==> src/shared/net_join_cfg.svh <==
`ifndef NET_JOIN_CFG_SVH
`define NET_JOIN_CFG_SVH
// command selectors
`define SEL_ROLE      3'h0
`define SEL_MASK      3'h1
`define SEL_DWELL     3'h2
`define SEL_ENDDEV    3'h3
`define SEL_COORD     3'h4
`define SEL_STATUS    3'h5
// reset values
`define ROLE_RST      1'h0
`define MASK_RST      16'hFFFF
`define DWELL_RST     4'h4
`define ENDDEV_RST    4'h0
`define COORD_RST     3'h0
// field positions
`define OPT_ANY_NET   0
`define OPT_ANY_LANE  1
`define OPT_AUTO      2
`define OPT_FETCH     3
`define OPT_ALLOW     2
// lanes and masks
`define LANE_BASE     5'h0B
`define HP_MASK       16'h1FFE
`define FULL_MASK     16'hFFFF
`define BCAST_ADDR    16'hFFFF
// timing
`define CORE_CLK_KHZ  10000
`define DWELL_BASE_US 15360
`define CHAN_GAP_US   38000
`define SCAN_FIXED_US 20000
`define DWELL_BASE_CYC ((`DWELL_BASE_US * `CORE_CLK_KHZ + 999) / 1000)
`define CHAN_GAP_CYC   ((`CHAN_GAP_US * `CORE_CLK_KHZ + 999) / 1000)
`define SCAN_FIXED_CYC ((`SCAN_FIXED_US * `CORE_CLK_KHZ + 999) / 1000)
`endif

==> src/shared/net_join_pkg.sv <==
package net_join_pkg;
  typedef enum logic [4:0] {
    ST_IDLE   = 5'h01,
    ST_SURVEY = 5'h02,
    ST_ENERGY = 5'h04,
    ST_ASSOC  = 5'h08,
    ST_UP     = 5'h10
  } join_state_t;
  typedef enum logic [4:0] {
    PH_IDLE  = 5'h01,
    PH_FIXED = 5'h02,
    PH_PICK  = 5'h04,
    PH_DWELL = 5'h08,
    PH_GAP   = 5'h10
  } scan_phase_t;
endpackage

==> src/rtl/join_filter.sv <==
`timescale 1ns/10ps
`include "net_join_cfg.svh"
module join_filter (
  input  wire logic [3:0]  enddev_opts,  // end-device join options
  input  wire logic [15:0] own_tag,      // configured network_tag
  input  wire logic [4:0]  own_lane,     // configured radio_lane
  input  wire logic [15:0] seen_tag,     // beacon network tag
  input  wire logic [4:0]  seen_lane,    // beacon lane
  input  wire logic        seen_permit,  // beacon allows joining
  output logic             accept,       // coordinator may be joined
  output logic             tag_clash     // beacon uses our tag
);
  logic tag_ok;
  logic lane_ok;
  assign tag_ok    = enddev_opts[`OPT_ANY_NET] | (seen_tag == own_tag);
  assign lane_ok   = enddev_opts[`OPT_ANY_LANE] | (seen_lane == own_lane);
  assign accept    = seen_permit & tag_ok & lane_ok;
  assign tag_clash = (seen_tag == own_tag);
endmodule

==> src/rtl/scan_sequencer.sv <==
`timescale 1ns/10ps
`include "net_join_cfg.svh"
module scan_sequencer #(
  parameter int unsigned DWELL_BASE_CYC = `DWELL_BASE_CYC,
  parameter int unsigned CHAN_GAP_CYC   = `CHAN_GAP_CYC,
  parameter int unsigned SCAN_FIXED_CYC = `SCAN_FIXED_CYC
) (
  input  wire logic        core_clk,     // clock
  input  wire logic        rst_n,        // async reset
  input  wire logic        start,        // begin a survey
  input  wire logic        energy_kind,  // 1 energy, 0 beacon
  input  wire logic [15:0] mask,         // channel_mask
  input  wire logic [3:0]  exponent,     // dwell_exponent
  output logic             busy,         // survey running
  output logic             listen,       // dwelling on a lane
  output logic             energy_on,    // energy dwell
  output logic             bcn_req,      // beacon request pulse
  output logic [4:0]       lane,         // current lane
  output logic             done          // survey finished pulse
);
  net_join_pkg::scan_phase_t phase, next_phase;
  logic [31:0] cyc, next_cyc;
  logic [15:0] units, next_units;
  logic [3:0]  idx, next_idx;
  logic [15:0] mask_r, next_mask_r;
  logic        kind, next_kind;
  logic        next_bcn_req, next_done;
  logic [4:0]  next_lane;
  logic [15:0] unit_lim;

  // unit_lim = 2^exponent dwell units of one base period each
  assign unit_lim = 16'h0001 << exponent;
  assign busy      = (phase != net_join_pkg::PH_IDLE);
  assign listen    = (phase == net_join_pkg::PH_DWELL);
  assign energy_on = listen & kind;

  always_comb begin
    next_phase   = phase;
    next_cyc     = cyc;
    next_units   = units;
    next_idx     = idx;
    next_mask_r  = mask_r;
    next_kind    = kind;
    next_lane    = lane;
    next_bcn_req = 1'b0;
    next_done    = 1'b0;
    unique case (phase)
      net_join_pkg::PH_IDLE: begin
        if (start) begin
          next_phase  = net_join_pkg::PH_FIXED;
          next_cyc    = 32'h0;
          next_idx    = 4'h0;
          next_mask_r = mask;
          next_kind   = energy_kind;
        end
      end
      net_join_pkg::PH_FIXED: begin
        if (cyc == SCAN_FIXED_CYC - 32'h1) begin
          next_phase = net_join_pkg::PH_PICK;
          next_cyc   = 32'h0;
        end else begin
          next_cyc = cyc + 32'h1;
        end
      end
      net_join_pkg::PH_PICK: begin
        if (mask_r[idx]) begin
          next_phase   = net_join_pkg::PH_DWELL;
          next_cyc     = 32'h0;
          next_units   = 16'h0;
          next_lane    = `LANE_BASE + {1'b0, idx};
          next_bcn_req = ~kind;
        end else if (idx == 4'hF) begin
          next_phase = net_join_pkg::PH_IDLE;
          next_done  = 1'b1;
        end else begin
          next_idx = idx + 4'h1;
        end
      end
      net_join_pkg::PH_DWELL: begin
        if (cyc == DWELL_BASE_CYC - 32'h1) begin
          next_cyc = 32'h0;
          if (units == unit_lim - 16'h1) begin
            next_phase = net_join_pkg::PH_GAP;
          end else begin
            next_units = units + 16'h1;
          end
        end else begin
          next_cyc = cyc + 32'h1;
        end
      end
      net_join_pkg::PH_GAP: begin
        if (cyc == CHAN_GAP_CYC - 32'h1) begin
          next_cyc = 32'h0;
          if (idx == 4'hF) begin
            next_phase = net_join_pkg::PH_IDLE;
            next_done  = 1'b1;
          end else begin
            next_idx   = idx + 4'h1;
            next_phase = net_join_pkg::PH_PICK;
          end
        end else begin
          next_cyc = cyc + 32'h1;
        end
      end
      default: next_phase = net_join_pkg::PH_IDLE;
    endcase
  end

  always_ff @(posedge core_clk or negedge rst_n) begin
    if (!rst_n) begin
      phase   <= net_join_pkg::PH_IDLE;
      cyc     <= 32'h0;
      units   <= 16'h0;
      idx     <= 4'h0;
      mask_r  <= 16'h0;
      kind    <= 1'b0;
      lane    <= `LANE_BASE;
      bcn_req <= 1'b0;
      done    <= 1'b0;
    end else begin
      phase   <= next_phase;
      cyc     <= next_cyc;
      units   <= next_units;
      idx     <= next_idx;
      mask_r  <= next_mask_r;
      kind    <= next_kind;
      lane    <= next_lane;
      bcn_req <= next_bcn_req;
      done    <= next_done;
    end
  end
endmodule

==> src/rtl/network_join_config.sv <==
`timescale 1ns/10ps
`include "net_join_cfg.svh"
module network_join_config #(
  parameter bit          HIGH_POWER     = 1'b0,
  parameter int unsigned DWELL_BASE_CYC = `DWELL_BASE_CYC,
  parameter int unsigned CHAN_GAP_CYC   = `CHAN_GAP_CYC,
  parameter int unsigned SCAN_FIXED_CYC = `SCAN_FIXED_CYC
) (
  input  wire logic        core_clk,        // clock
  input  wire logic        rst_n,           // async reset
  input  wire logic        cmd_valid,       // command strobe
  input  wire logic        cmd_write,       // 1 write, 0 read
  input  wire logic [2:0]  cmd_sel,         // setting selector
  input  wire logic [15:0] cmd_wdata,       // write value
  output logic             rsp_valid,       // answer pulse
  output logic             rsp_error,       // value refused
  output logic [15:0]      rsp_data,        // read value
  input  wire logic [15:0] own_network_tag, // configured tag
  input  wire logic [4:0]  own_radio_lane,  // configured lane
  input  wire logic        beacon_net,      // beacon-enabled network
  output logic             bcn_req,         // beacon request pulse
  output logic [15:0]      bcn_dest,        // request address
  output logic [4:0]       scan_lane,       // lane being surveyed
  output logic             energy_on,       // energy measuring
  output logic             survey_busy,     // survey in progress
  input  wire logic        beacon_seen,     // beacon received pulse
  input  wire logic [15:0] beacon_tag,      // its network tag
  input  wire logic [4:0]  beacon_lane,     // its lane
  input  wire logic        beacon_permit,   // it accepts joins
  input  wire logic        energy_valid,    // energy sample pulse
  input  wire logic [7:0]  energy_level,    // energy sample
  output logic             assoc_req,       // join attempt pulse
  output logic [15:0]      assoc_tag,       // target tag
  output logic [4:0]       assoc_lane,      // target lane
  input  wire logic        assoc_ok,        // join succeeded
  input  wire logic        assoc_fail,      // join failed
  input  wire logic        join_req,        // remote join request
  output logic             join_accept,     // request granted
  output logic             join_refuse,     // request refused
  input  wire logic        wake_pin,        // wake pin, async
  output logic             poll_req,        // poll coordinator pulse
  output logic             node_up,         // joined or started
  output logic             role_coord,      // role select
  output logic [15:0]      op_network_tag,  // operating tag
  output logic [4:0]       op_radio_lane    // operating lane
);
  // ---- settings and command port
  logic        role, next_role;
  logic [15:0] chan_mask, next_chan_mask;
  logic [3:0]  dwell_exp, next_dwell_exp;
  logic [3:0]  ed_opts, next_ed_opts;
  logic [2:0]  co_opts, next_co_opts;
  logic        kick, next_kick;
  logic        next_rsp_valid, next_rsp_error;
  logic [15:0] next_rsp_data;
  logic        kick_take;
  logic [15:0] avail_mask;

  net_join_pkg::join_state_t state, next_state;

  assign avail_mask = HIGH_POWER ? `HP_MASK : `FULL_MASK;
  assign role_coord = role;

  always_comb begin
    next_role      = role;
    next_chan_mask = chan_mask;
    next_dwell_exp = dwell_exp;
    next_ed_opts   = ed_opts;
    next_co_opts   = co_opts;
    next_rsp_valid = cmd_valid;
    next_rsp_error = 1'b0;
    next_rsp_data  = 16'h0;
    // a restart request landing with its consumption survives
    next_kick      = kick & ~kick_take;
    if (cmd_valid && cmd_write) begin
      unique case (cmd_sel)
        `SEL_ROLE: begin
          if (cmd_wdata > 16'h1) next_rsp_error = 1'b1;
          else next_role = cmd_wdata[0];
        end
        `SEL_MASK:  next_chan_mask = cmd_wdata & avail_mask;
        `SEL_DWELL: begin
          if (cmd_wdata > 16'h000F) next_rsp_error = 1'b1;
          else next_dwell_exp = cmd_wdata[3:0];
        end
        `SEL_ENDDEV: next_ed_opts = cmd_wdata[3:0];
        `SEL_COORD:  next_co_opts = cmd_wdata[2:0];
        `SEL_STATUS: next_kick    = 1'b1;
        default:     next_rsp_error = 1'b1;
      endcase
    end else if (cmd_valid) begin
      unique case (cmd_sel)
        `SEL_ROLE:   next_rsp_data = {15'h0, role};
        `SEL_MASK:   next_rsp_data = chan_mask;
        `SEL_DWELL:  next_rsp_data = {12'h0, dwell_exp};
        `SEL_ENDDEV: next_rsp_data = {12'h0, ed_opts};
        `SEL_COORD:  next_rsp_data = {13'h0, co_opts};
        `SEL_STATUS: next_rsp_data = {10'h0, survey_busy, state};
        default:     next_rsp_error = 1'b1;
      endcase
    end
  end

  always_ff @(posedge core_clk or negedge rst_n) begin
    if (!rst_n) begin
      role      <= `ROLE_RST;
      chan_mask <= `MASK_RST & (HIGH_POWER ? `HP_MASK : `FULL_MASK);
      dwell_exp <= `DWELL_RST;
      ed_opts   <= `ENDDEV_RST;
      co_opts   <= `COORD_RST;
      kick      <= 1'b1;
      rsp_valid <= 1'b0;
      rsp_error <= 1'b0;
      rsp_data  <= 16'h0;
    end else begin
      role      <= next_role;
      chan_mask <= next_chan_mask;
      dwell_exp <= next_dwell_exp;
      ed_opts   <= next_ed_opts;
      co_opts   <= next_co_opts;
      kick      <= next_kick;
      rsp_valid <= next_rsp_valid;
      rsp_error <= next_rsp_error;
      rsp_data  <= next_rsp_data;
    end
  end

  // ---- survey engine and beacon check
  logic       scan_start, scan_energy, scan_listen, scan_done;
  logic       bcn_ok, bcn_clash;

  assign bcn_dest = `BCAST_ADDR;

  scan_sequencer #(
    .DWELL_BASE_CYC(DWELL_BASE_CYC),
    .CHAN_GAP_CYC  (CHAN_GAP_CYC),
    .SCAN_FIXED_CYC(SCAN_FIXED_CYC)
  ) u_scan (
    .core_clk   (core_clk),
    .rst_n      (rst_n),
    .start      (scan_start),
    .energy_kind(scan_energy),
    .mask       (chan_mask),
    .exponent   (dwell_exp),
    .busy       (survey_busy),
    .listen     (scan_listen),
    .energy_on  (energy_on),
    .bcn_req    (bcn_req),
    .lane       (scan_lane),
    .done       (scan_done)
  );

  join_filter u_filter (
    .enddev_opts(ed_opts),
    .own_tag    (own_network_tag),
    .own_lane   (own_radio_lane),
    .seen_tag   (beacon_tag),
    .seen_lane  (beacon_lane),
    .seen_permit(beacon_permit),
    .accept     (bcn_ok),
    .tag_clash  (bcn_clash)
  );

  // ---- joining and start-up sequence
  logic        found, next_found;
  logic        clash, next_clash;
  logic [15:0] cand_tag, next_cand_tag;
  logic [4:0]  cand_lane, next_cand_lane;
  logic [7:0]  best_energy, next_best_energy;
  logic [4:0]  best_lane, next_best_lane;
  logic [15:0] next_op_tag;
  logic [4:0]  next_op_lane;
  logic        next_assoc_req;
  logic        want_join;

  // auto joining only matters off-beacon; a beacon network always joins
  assign want_join = ed_opts[`OPT_AUTO] | beacon_net;
  assign node_up   = (state == net_join_pkg::ST_UP);
  assign assoc_tag  = cand_tag;
  assign assoc_lane = cand_lane;

  always_comb begin
    next_state       = state;
    next_found       = found;
    next_clash       = clash;
    next_cand_tag    = cand_tag;
    next_cand_lane   = cand_lane;
    next_best_energy = best_energy;
    next_best_lane   = best_lane;
    next_op_tag      = op_network_tag;
    next_op_lane     = op_radio_lane;
    next_assoc_req   = 1'b0;
    scan_start       = 1'b0;
    scan_energy      = 1'b0;
    kick_take        = 1'b0;
    unique case (state)
      net_join_pkg::ST_IDLE: begin
        if (kick) begin
          kick_take    = 1'b1;
          next_op_tag  = own_network_tag;
          next_op_lane = own_radio_lane;
          next_found   = 1'b0;
          next_clash   = 1'b0;
          if (role) begin
            if (co_opts[`OPT_ANY_NET]) begin
              next_state = net_join_pkg::ST_SURVEY;
              scan_start = 1'b1;
            end else if (co_opts[`OPT_ANY_LANE]) begin
              next_state       = net_join_pkg::ST_ENERGY;
              scan_start       = 1'b1;
              scan_energy      = 1'b1;
              next_best_energy = 8'hFF;
              next_best_lane   = own_radio_lane;
            end else begin
              next_state = net_join_pkg::ST_UP;
            end
          end else if (want_join) begin
            next_state = net_join_pkg::ST_SURVEY;
            scan_start = 1'b1;
          end
        end
      end
      net_join_pkg::ST_SURVEY: begin
        if (beacon_seen && scan_listen) begin
          if (role && bcn_clash) next_clash = 1'b1;
          if (!role && bcn_ok && !found) begin
            next_found     = 1'b1;
            next_cand_tag  = beacon_tag;
            next_cand_lane = beacon_lane;
          end
        end
        if (scan_done) begin
          if (role) begin
            // a clash moves to the next tag; the survey is not repeated
            if (clash) next_op_tag = own_network_tag + 16'h1;
            if (co_opts[`OPT_ANY_LANE]) begin
              next_state       = net_join_pkg::ST_ENERGY;
              scan_start       = 1'b1;
              scan_energy      = 1'b1;
              next_best_energy = 8'hFF;
              next_best_lane   = own_radio_lane;
            end else begin
              next_state = net_join_pkg::ST_UP;
            end
          end else if (found) begin
            next_state     = net_join_pkg::ST_ASSOC;
            next_assoc_req = 1'b1;
          end else if (want_join) begin
            scan_start = 1'b1;
          end else begin
            next_state = net_join_pkg::ST_IDLE;
          end
        end
      end
      net_join_pkg::ST_ENERGY: begin
        if (energy_valid && energy_on && energy_level < best_energy) begin
          next_best_energy = energy_level;
          next_best_lane   = scan_lane;
        end
        if (scan_done) begin
          next_op_lane = best_lane;
          next_state   = net_join_pkg::ST_UP;
        end
      end
      net_join_pkg::ST_ASSOC: begin
        if (assoc_ok) begin
          next_op_tag  = cand_tag;
          next_op_lane = cand_lane;
          next_state   = net_join_pkg::ST_UP;
        end else if (assoc_fail) begin
          next_found = 1'b0;
          next_state = net_join_pkg::ST_SURVEY;
          scan_start = 1'b1;
        end
      end
      net_join_pkg::ST_UP: begin
        if (kick) next_state = net_join_pkg::ST_IDLE;
      end
      default: next_state = net_join_pkg::ST_IDLE;
    endcase
  end

  always_ff @(posedge core_clk or negedge rst_n) begin
    if (!rst_n) begin
      state          <= net_join_pkg::ST_IDLE;
      found          <= 1'b0;
      clash          <= 1'b0;
      cand_tag       <= 16'h0;
      cand_lane      <= `LANE_BASE;
      best_energy    <= 8'hFF;
      best_lane      <= `LANE_BASE;
      op_network_tag <= 16'h0;
      op_radio_lane  <= `LANE_BASE;
      assoc_req      <= 1'b0;
    end else begin
      state          <= next_state;
      found          <= next_found;
      clash          <= next_clash;
      cand_tag       <= next_cand_tag;
      cand_lane      <= next_cand_lane;
      best_energy    <= next_best_energy;
      best_lane      <= next_best_lane;
      op_network_tag <= next_op_tag;
      op_radio_lane  <= next_op_lane;
      assoc_req      <= next_assoc_req;
    end
  end

  // ---- pin wake and remote join requests
  logic wake_meta, wake_sync, wake_prev;
  logic next_poll, next_accept, next_refuse;

  always_comb begin
    next_poll   = 1'b0;
    next_accept = 1'b0;
    next_refuse = 1'b0;
    if (wake_sync && !wake_prev && !role && node_up && ed_opts[`OPT_FETCH]) begin
      next_poll = 1'b1;
    end
    if (join_req && role && node_up) begin
      next_accept = co_opts[`OPT_ALLOW];
      next_refuse = ~co_opts[`OPT_ALLOW];
    end
  end

  always_ff @(posedge core_clk or negedge rst_n) begin
    if (!rst_n) begin
      wake_meta   <= 1'b0;
      wake_sync   <= 1'b0;
      wake_prev   <= 1'b0;
      poll_req    <= 1'b0;
      join_accept <= 1'b0;
      join_refuse <= 1'b0;
    end else begin
      wake_meta   <= wake_pin;
      wake_sync   <= wake_meta;
      wake_prev   <= wake_sync;
      poll_req    <= next_poll;
      join_accept <= next_accept;
      join_refuse <= next_refuse;
    end
  end
endmodule

==> config.mk <==
export PLATFORM = sky130hd
export DESIGN_NAME = network_join_config
export DESIGN_NICKNAME = d
export VERILOG_FILES = /design/src/shared/net_join_pkg.sv /design/src/rtl/join_filter.sv /design/src/rtl/scan_sequencer.sv /design/src/rtl/network_join_config.sv
export VERILOG_INCLUDE_DIRS = /design/src /design/src/shared
export SDC_FILE = /design/constraint.sdc
export NUM_CORES = 1
export LEC_CHECK = 0
export ABC_AREA = 1
export BUFFER_PORTS_ARGS = -buffer_cell sky130_fd_sc_hd__buf_4
export CORE_MARGIN = 1
export CORE_UTILIZATION = 58
export DETAILED_ROUTE_END_ITERATION = 8
export PLACE_DENSITY = 0.8
export SYNTH_ARGS = -nofsm -noshare
export SYNTH_HDL_FRONTEND = slang
export SYNTH_SLANG_ARGS = --single-unit
export TNS_END_PERCENT = 20
==> constraint.sdc <==
create_clock -name core_clk -period 2.8 [get_ports core_clk]
set_input_delay 0.56 -clock core_clk [delete_from_list [all_inputs] [get_ports core_clk]]
set_output_delay 0.56 -clock core_clk [all_outputs]
set_load 0.01 [all_outputs]
==> results.md <==
- Final period util: 0.902
- Fill count: about 1600
- Max FO, Critical Path: 10
- # rows: 51
- Post-synth EDFFs: 0
- First-pass GRT wire length: 54600 um
- Hold Violations, Final: 0
- Synth Flop Type: dfrtp_1
- CP Class: reg -> reg
- Library cells used by synthesis: between 50 and 60
- Postcts setup bufs: 0
- Area of the multi-input gates: about 5700 sq um
- Vias in the first global route: 11000
- Initial antenna violation count: 0
- Relative slew slack: 0.563
- Max VDD drop: 0.000518 V
- Hold Crit Class: in -> async
- DP HPWL: between 20000 and 30000 um
- Final #Nets: approximately 1900
- Die Area: about 21000 sq um
- DRC violation count after routing: 0
- Via count: 11500
- CP most frequent cell: nand3_1
- CTS H-Tree Depth: 4
- Fin. max-slew vios: 0
- Final Critical Period: 2.52 ns
- Initial core utilization: 0.600
- Chip height: between 100 and 150 um
- Total CTS buffers: 17
- DP Worst Slack: ~0.27 ns
- DR vias/cell: between 5 and 6
- IO Port Bufs: approximately 150
- Arrival @ worst endpoint: just under 3 ns
- Antenna diodes: 0
- Total of max-cap violations: 0
- CP max stage cell: dfstp_2
- Critical-path cell list: inv_2, nand4_1, ha_1, buf_4, nand2_2, a21oi_1, inv_1, nand2_1, nand3_1, nor2_1, nand3_1, nand2_2, nand3_1, nand2_1
- RSZ-0062 raised after global routing: no
- Area of the core: between 15000 and 20000 sq um
- GPL Wtd Cong: 0.996
- Reg2Reg Depth: 14
- Layout Skew: between 0.01 and 0.015 ns
- Final setup vio count: 0
- Die width: 145 um
- Power density cells: between 600 and 700 nW/um^2
- Clock sinks: 197
- Final TNS setup: 0 ns
- Worst skew pair latency: 0.45 ns
- Total Power: roughly 8.9 mW
- CP Capture Type: flop
- Reg clk slew, reported paths: ~0.08 ns
- Final WL: 33000 um
- DRT antenna net count: 0
- Layout cells sized above 1: 0.175
- Asr flop ratio synth: 1.00
- Synthesized area: ~12000 sq um
- Area delta synth->final: 17.5%
- 1st-iter DRT viols: 896
- Synthesized area per cell: ~7.4 sq um
- P_leak: 6.63 nW
- All-layer global routing usage: 0.335
- Max Root-Sink Buffers: 2
- Top Ports: ~170
- Ys Warns: 0
- CTS tree: yes
- Reg-to-reg endpoint: u_scan.phase[2]
- Sequential element share of the synthesized area: 0.421
- Status: complete, no violations
- Largest net degree at the start of global routing: between 70 and 80
- Total congestion overflow: 0
- Fmax: 0.396 GHz
- Critical path's largest stage delay: between 0.6 and 0.7 ns
- Drt pass-1 iters: 6
- Yosys reg bits: approximately 200
- Synthesized instance count: ~1600
- Worst setup SP type: flop
- R2r startpoint: dwell_exp[2]
- Sequential Area: approximately 5000 sq um
- Slew at the pin closest to its max-slew limit: between 0.6 and 0.7 ns
- Min Hold Slack: between 0.1 and 0.15 ns
- Root buf cell: clkbuf_16
- Final setup margin: about 0.28 ns
- WL/cell: 16.2 um
- CP required: 3.18 ns
- R2R setup slack: around 0.28 ns
[power by group]
group	switching, mW	total [mW]	internal, mW
clock	1.29	2.52	1.23
combinational	1.59	2.60	1.01
sequential	0.317	3.78	3.46
total	3.20	8.90	5.70
[repair_timing]
item / in CTS / in global routing
resized for setup: 0 / 3
hold buffers: 0 / 0
endpoints found under the setup margin: 0 / 4
[flip-flops by register name (all words and copies together), names as in the netlist, 4 cells and up]
register        cells
u_scan.lane         5
chan_mask          16
dwell_exp           4
rsp_data           16
assoc_tag          16
assoc_lane          5
op_radio_lane       5
u_scan.mask_r      16
ed_opts             4
u_scan.idx          4
best_energy         8
u_scan.cyc         32
u_scan.phase        5
u_scan.units       16
op_network_tag     16
state               5
best_lane           5
[metrics by stage]
step	cell area, sq um	util	std cells
2_1_floorplan	11900	-	1614
3_3_place_gp	13300	0.673	2002
3_5_place_dp	13300	0.673	2002
4_1_cts	13900	0.705	2034
5_1_grt	13900	0.705	2034
6_report	13900	0.705	2034
[worst max path at each step]
stage	start	end	slack, ns	cells after the start
3_3_place_gp	dwell_exp[2]	u_scan.phase[0]	0.32	12
3_5_place_dp	dwell_exp[2]	u_scan.phase[0]	0.27	12
2_1_floorplan	dwell_exp[2]	u_scan.units[8]	0.56	13
4_1_cts	dwell_exp[2]	u_scan.phase[0]	0.24	12
6_report	dwell_exp[2]	u_scan.phase[2]	0.28	14
5_1_grt	dwell_exp[2]	u_scan.phase[2]	0.02	14
[logic make-up after synthesis]
group           share of synthesized area
simple gates                        0.303
buf+inv                            0.0994
compound gates                      0.120
flops                               0.421
xor+xnor                           0.0415
fa+ha+maj                          0.0138
other cells                      0.000317
mux                              0.000847
[cell usage in the layout, fill, tap and decap left out, drive strengths merged, types with 4 or more instances in the layout]
| master | Yosys | routed |
|---|---|---|
| o22ai | 11 | 11 |
| ha | 13 | 13 |
| nand2 | 406 | 406 |
| nand3 | 104 | 104 |
| nor3b | 6 | 6 |
| dfstp | 40 | 40 |
| a41oi | 11 | 11 |
| a21oi | 32 | 32 |
| clkinv | 2 | 9 |
| buf | 35 | 185 |
| conb | 1 | 16 |
| nor3 | 55 | 55 |
| nand4 | 46 | 46 |
| a31oi | 4 | 4 |
| xor2 | 34 | 34 |
| a31o | 5 | 5 |
| or2 | 5 | 5 |
| o2111ai | 4 | 4 |
| clkbuf | 28 | 18 |
| o21ai | 147 | 147 |
| nor2 | 173 | 173 |
| dfrtp | 157 | 157 |
| o311ai | 10 | 10 |
| xnor2 | 22 | 22 |
| o211ai | 4 | 4 |
| inv | 216 | 224 |
| nor4 | 7 | 7 |
[routing by layer]
layer / part of all wire / vias to the layer above / track usage
li1: - / 5505 / -
met4: 0.027 / 0 / 0.132
met1: 0.43 / 5406 / 0.444
met5: 0 / - / 0
met3: 0.077 / 75 / 0.0619
met2: 0.46 / 473 / 0.545
[synth_stat cells, types with 4 or more instances]
| master | count | share of area |
|---|---|---|
| a21oi_1 | 32 | 0.014 |
| dfrtp_1 | 157 | 0.33 |
| o2111ai_1 | 4 | 0.0030 |
| xnor2_1 | 22 | 0.016 |
| buf_2 | 9 | 0.0038 |
| nor3_1 | 51 | 0.022 |
| clkbuf_1 | 28 | 0.0089 |
| o21ai_0 | 127 | 0.054 |
| nor3b_1 | 6 | 0.0038 |
| nor4_1 | 7 | 0.0037 |
| buf_4 | 23 | 0.015 |
| nor2_4 | 4 | 0.0038 |
| a31o_2 | 5 | 0.0037 |
| a31oi_1 | 4 | 0.0021 |
| dfstp_2 | 40 | 0.089 |
| nor2_1 | 164 | 0.052 |
| inv_2 | 12 | 0.0038 |
| o21ai_1 | 20 | 0.0085 |
| a41oi_1 | 11 | 0.0081 |
| o211ai_1 | 4 | 0.0025 |
| nand4_1 | 41 | 0.022 |
| nand3_1 | 102 | 0.043 |
| ha_1 | 13 | 0.014 |
| nor2_2 | 4 | 0.0021 |
| xor2_1 | 34 | 0.025 |
| nand2_2 | 5 | 0.0026 |
| inv_1 | 204 | 0.065 |
| o311ai_0 | 10 | 0.0074 |
| nand2_1 | 400 | 0.13 |
| or2_2 | 5 | 0.0026 |
| o22ai_1 | 11 | 0.0058 |
[final cells by class]
class,instances,share of cell area
flip-flops and latches,197,0.358
inverters,218,0.0589
clock inverters,15,0.0141
clock buffers,17,0.0306
repair buffers,186,0.102
multi-input cells,1136,0.412
well taps,265,0.0239
[critical path, delay by kind of cell, from the launching register on]
family                   cells  cell delay [ns]
adder cells (fa/ha/maj)      1             0.16
AO/OA/AOI/OAI                1             0.20
flip-flops                   1             0.69
AND/OR/NAND/NOR              9             1.12
buffers and inverters        3             0.30
No activity file was read; power rests on OpenSTA's default activity.
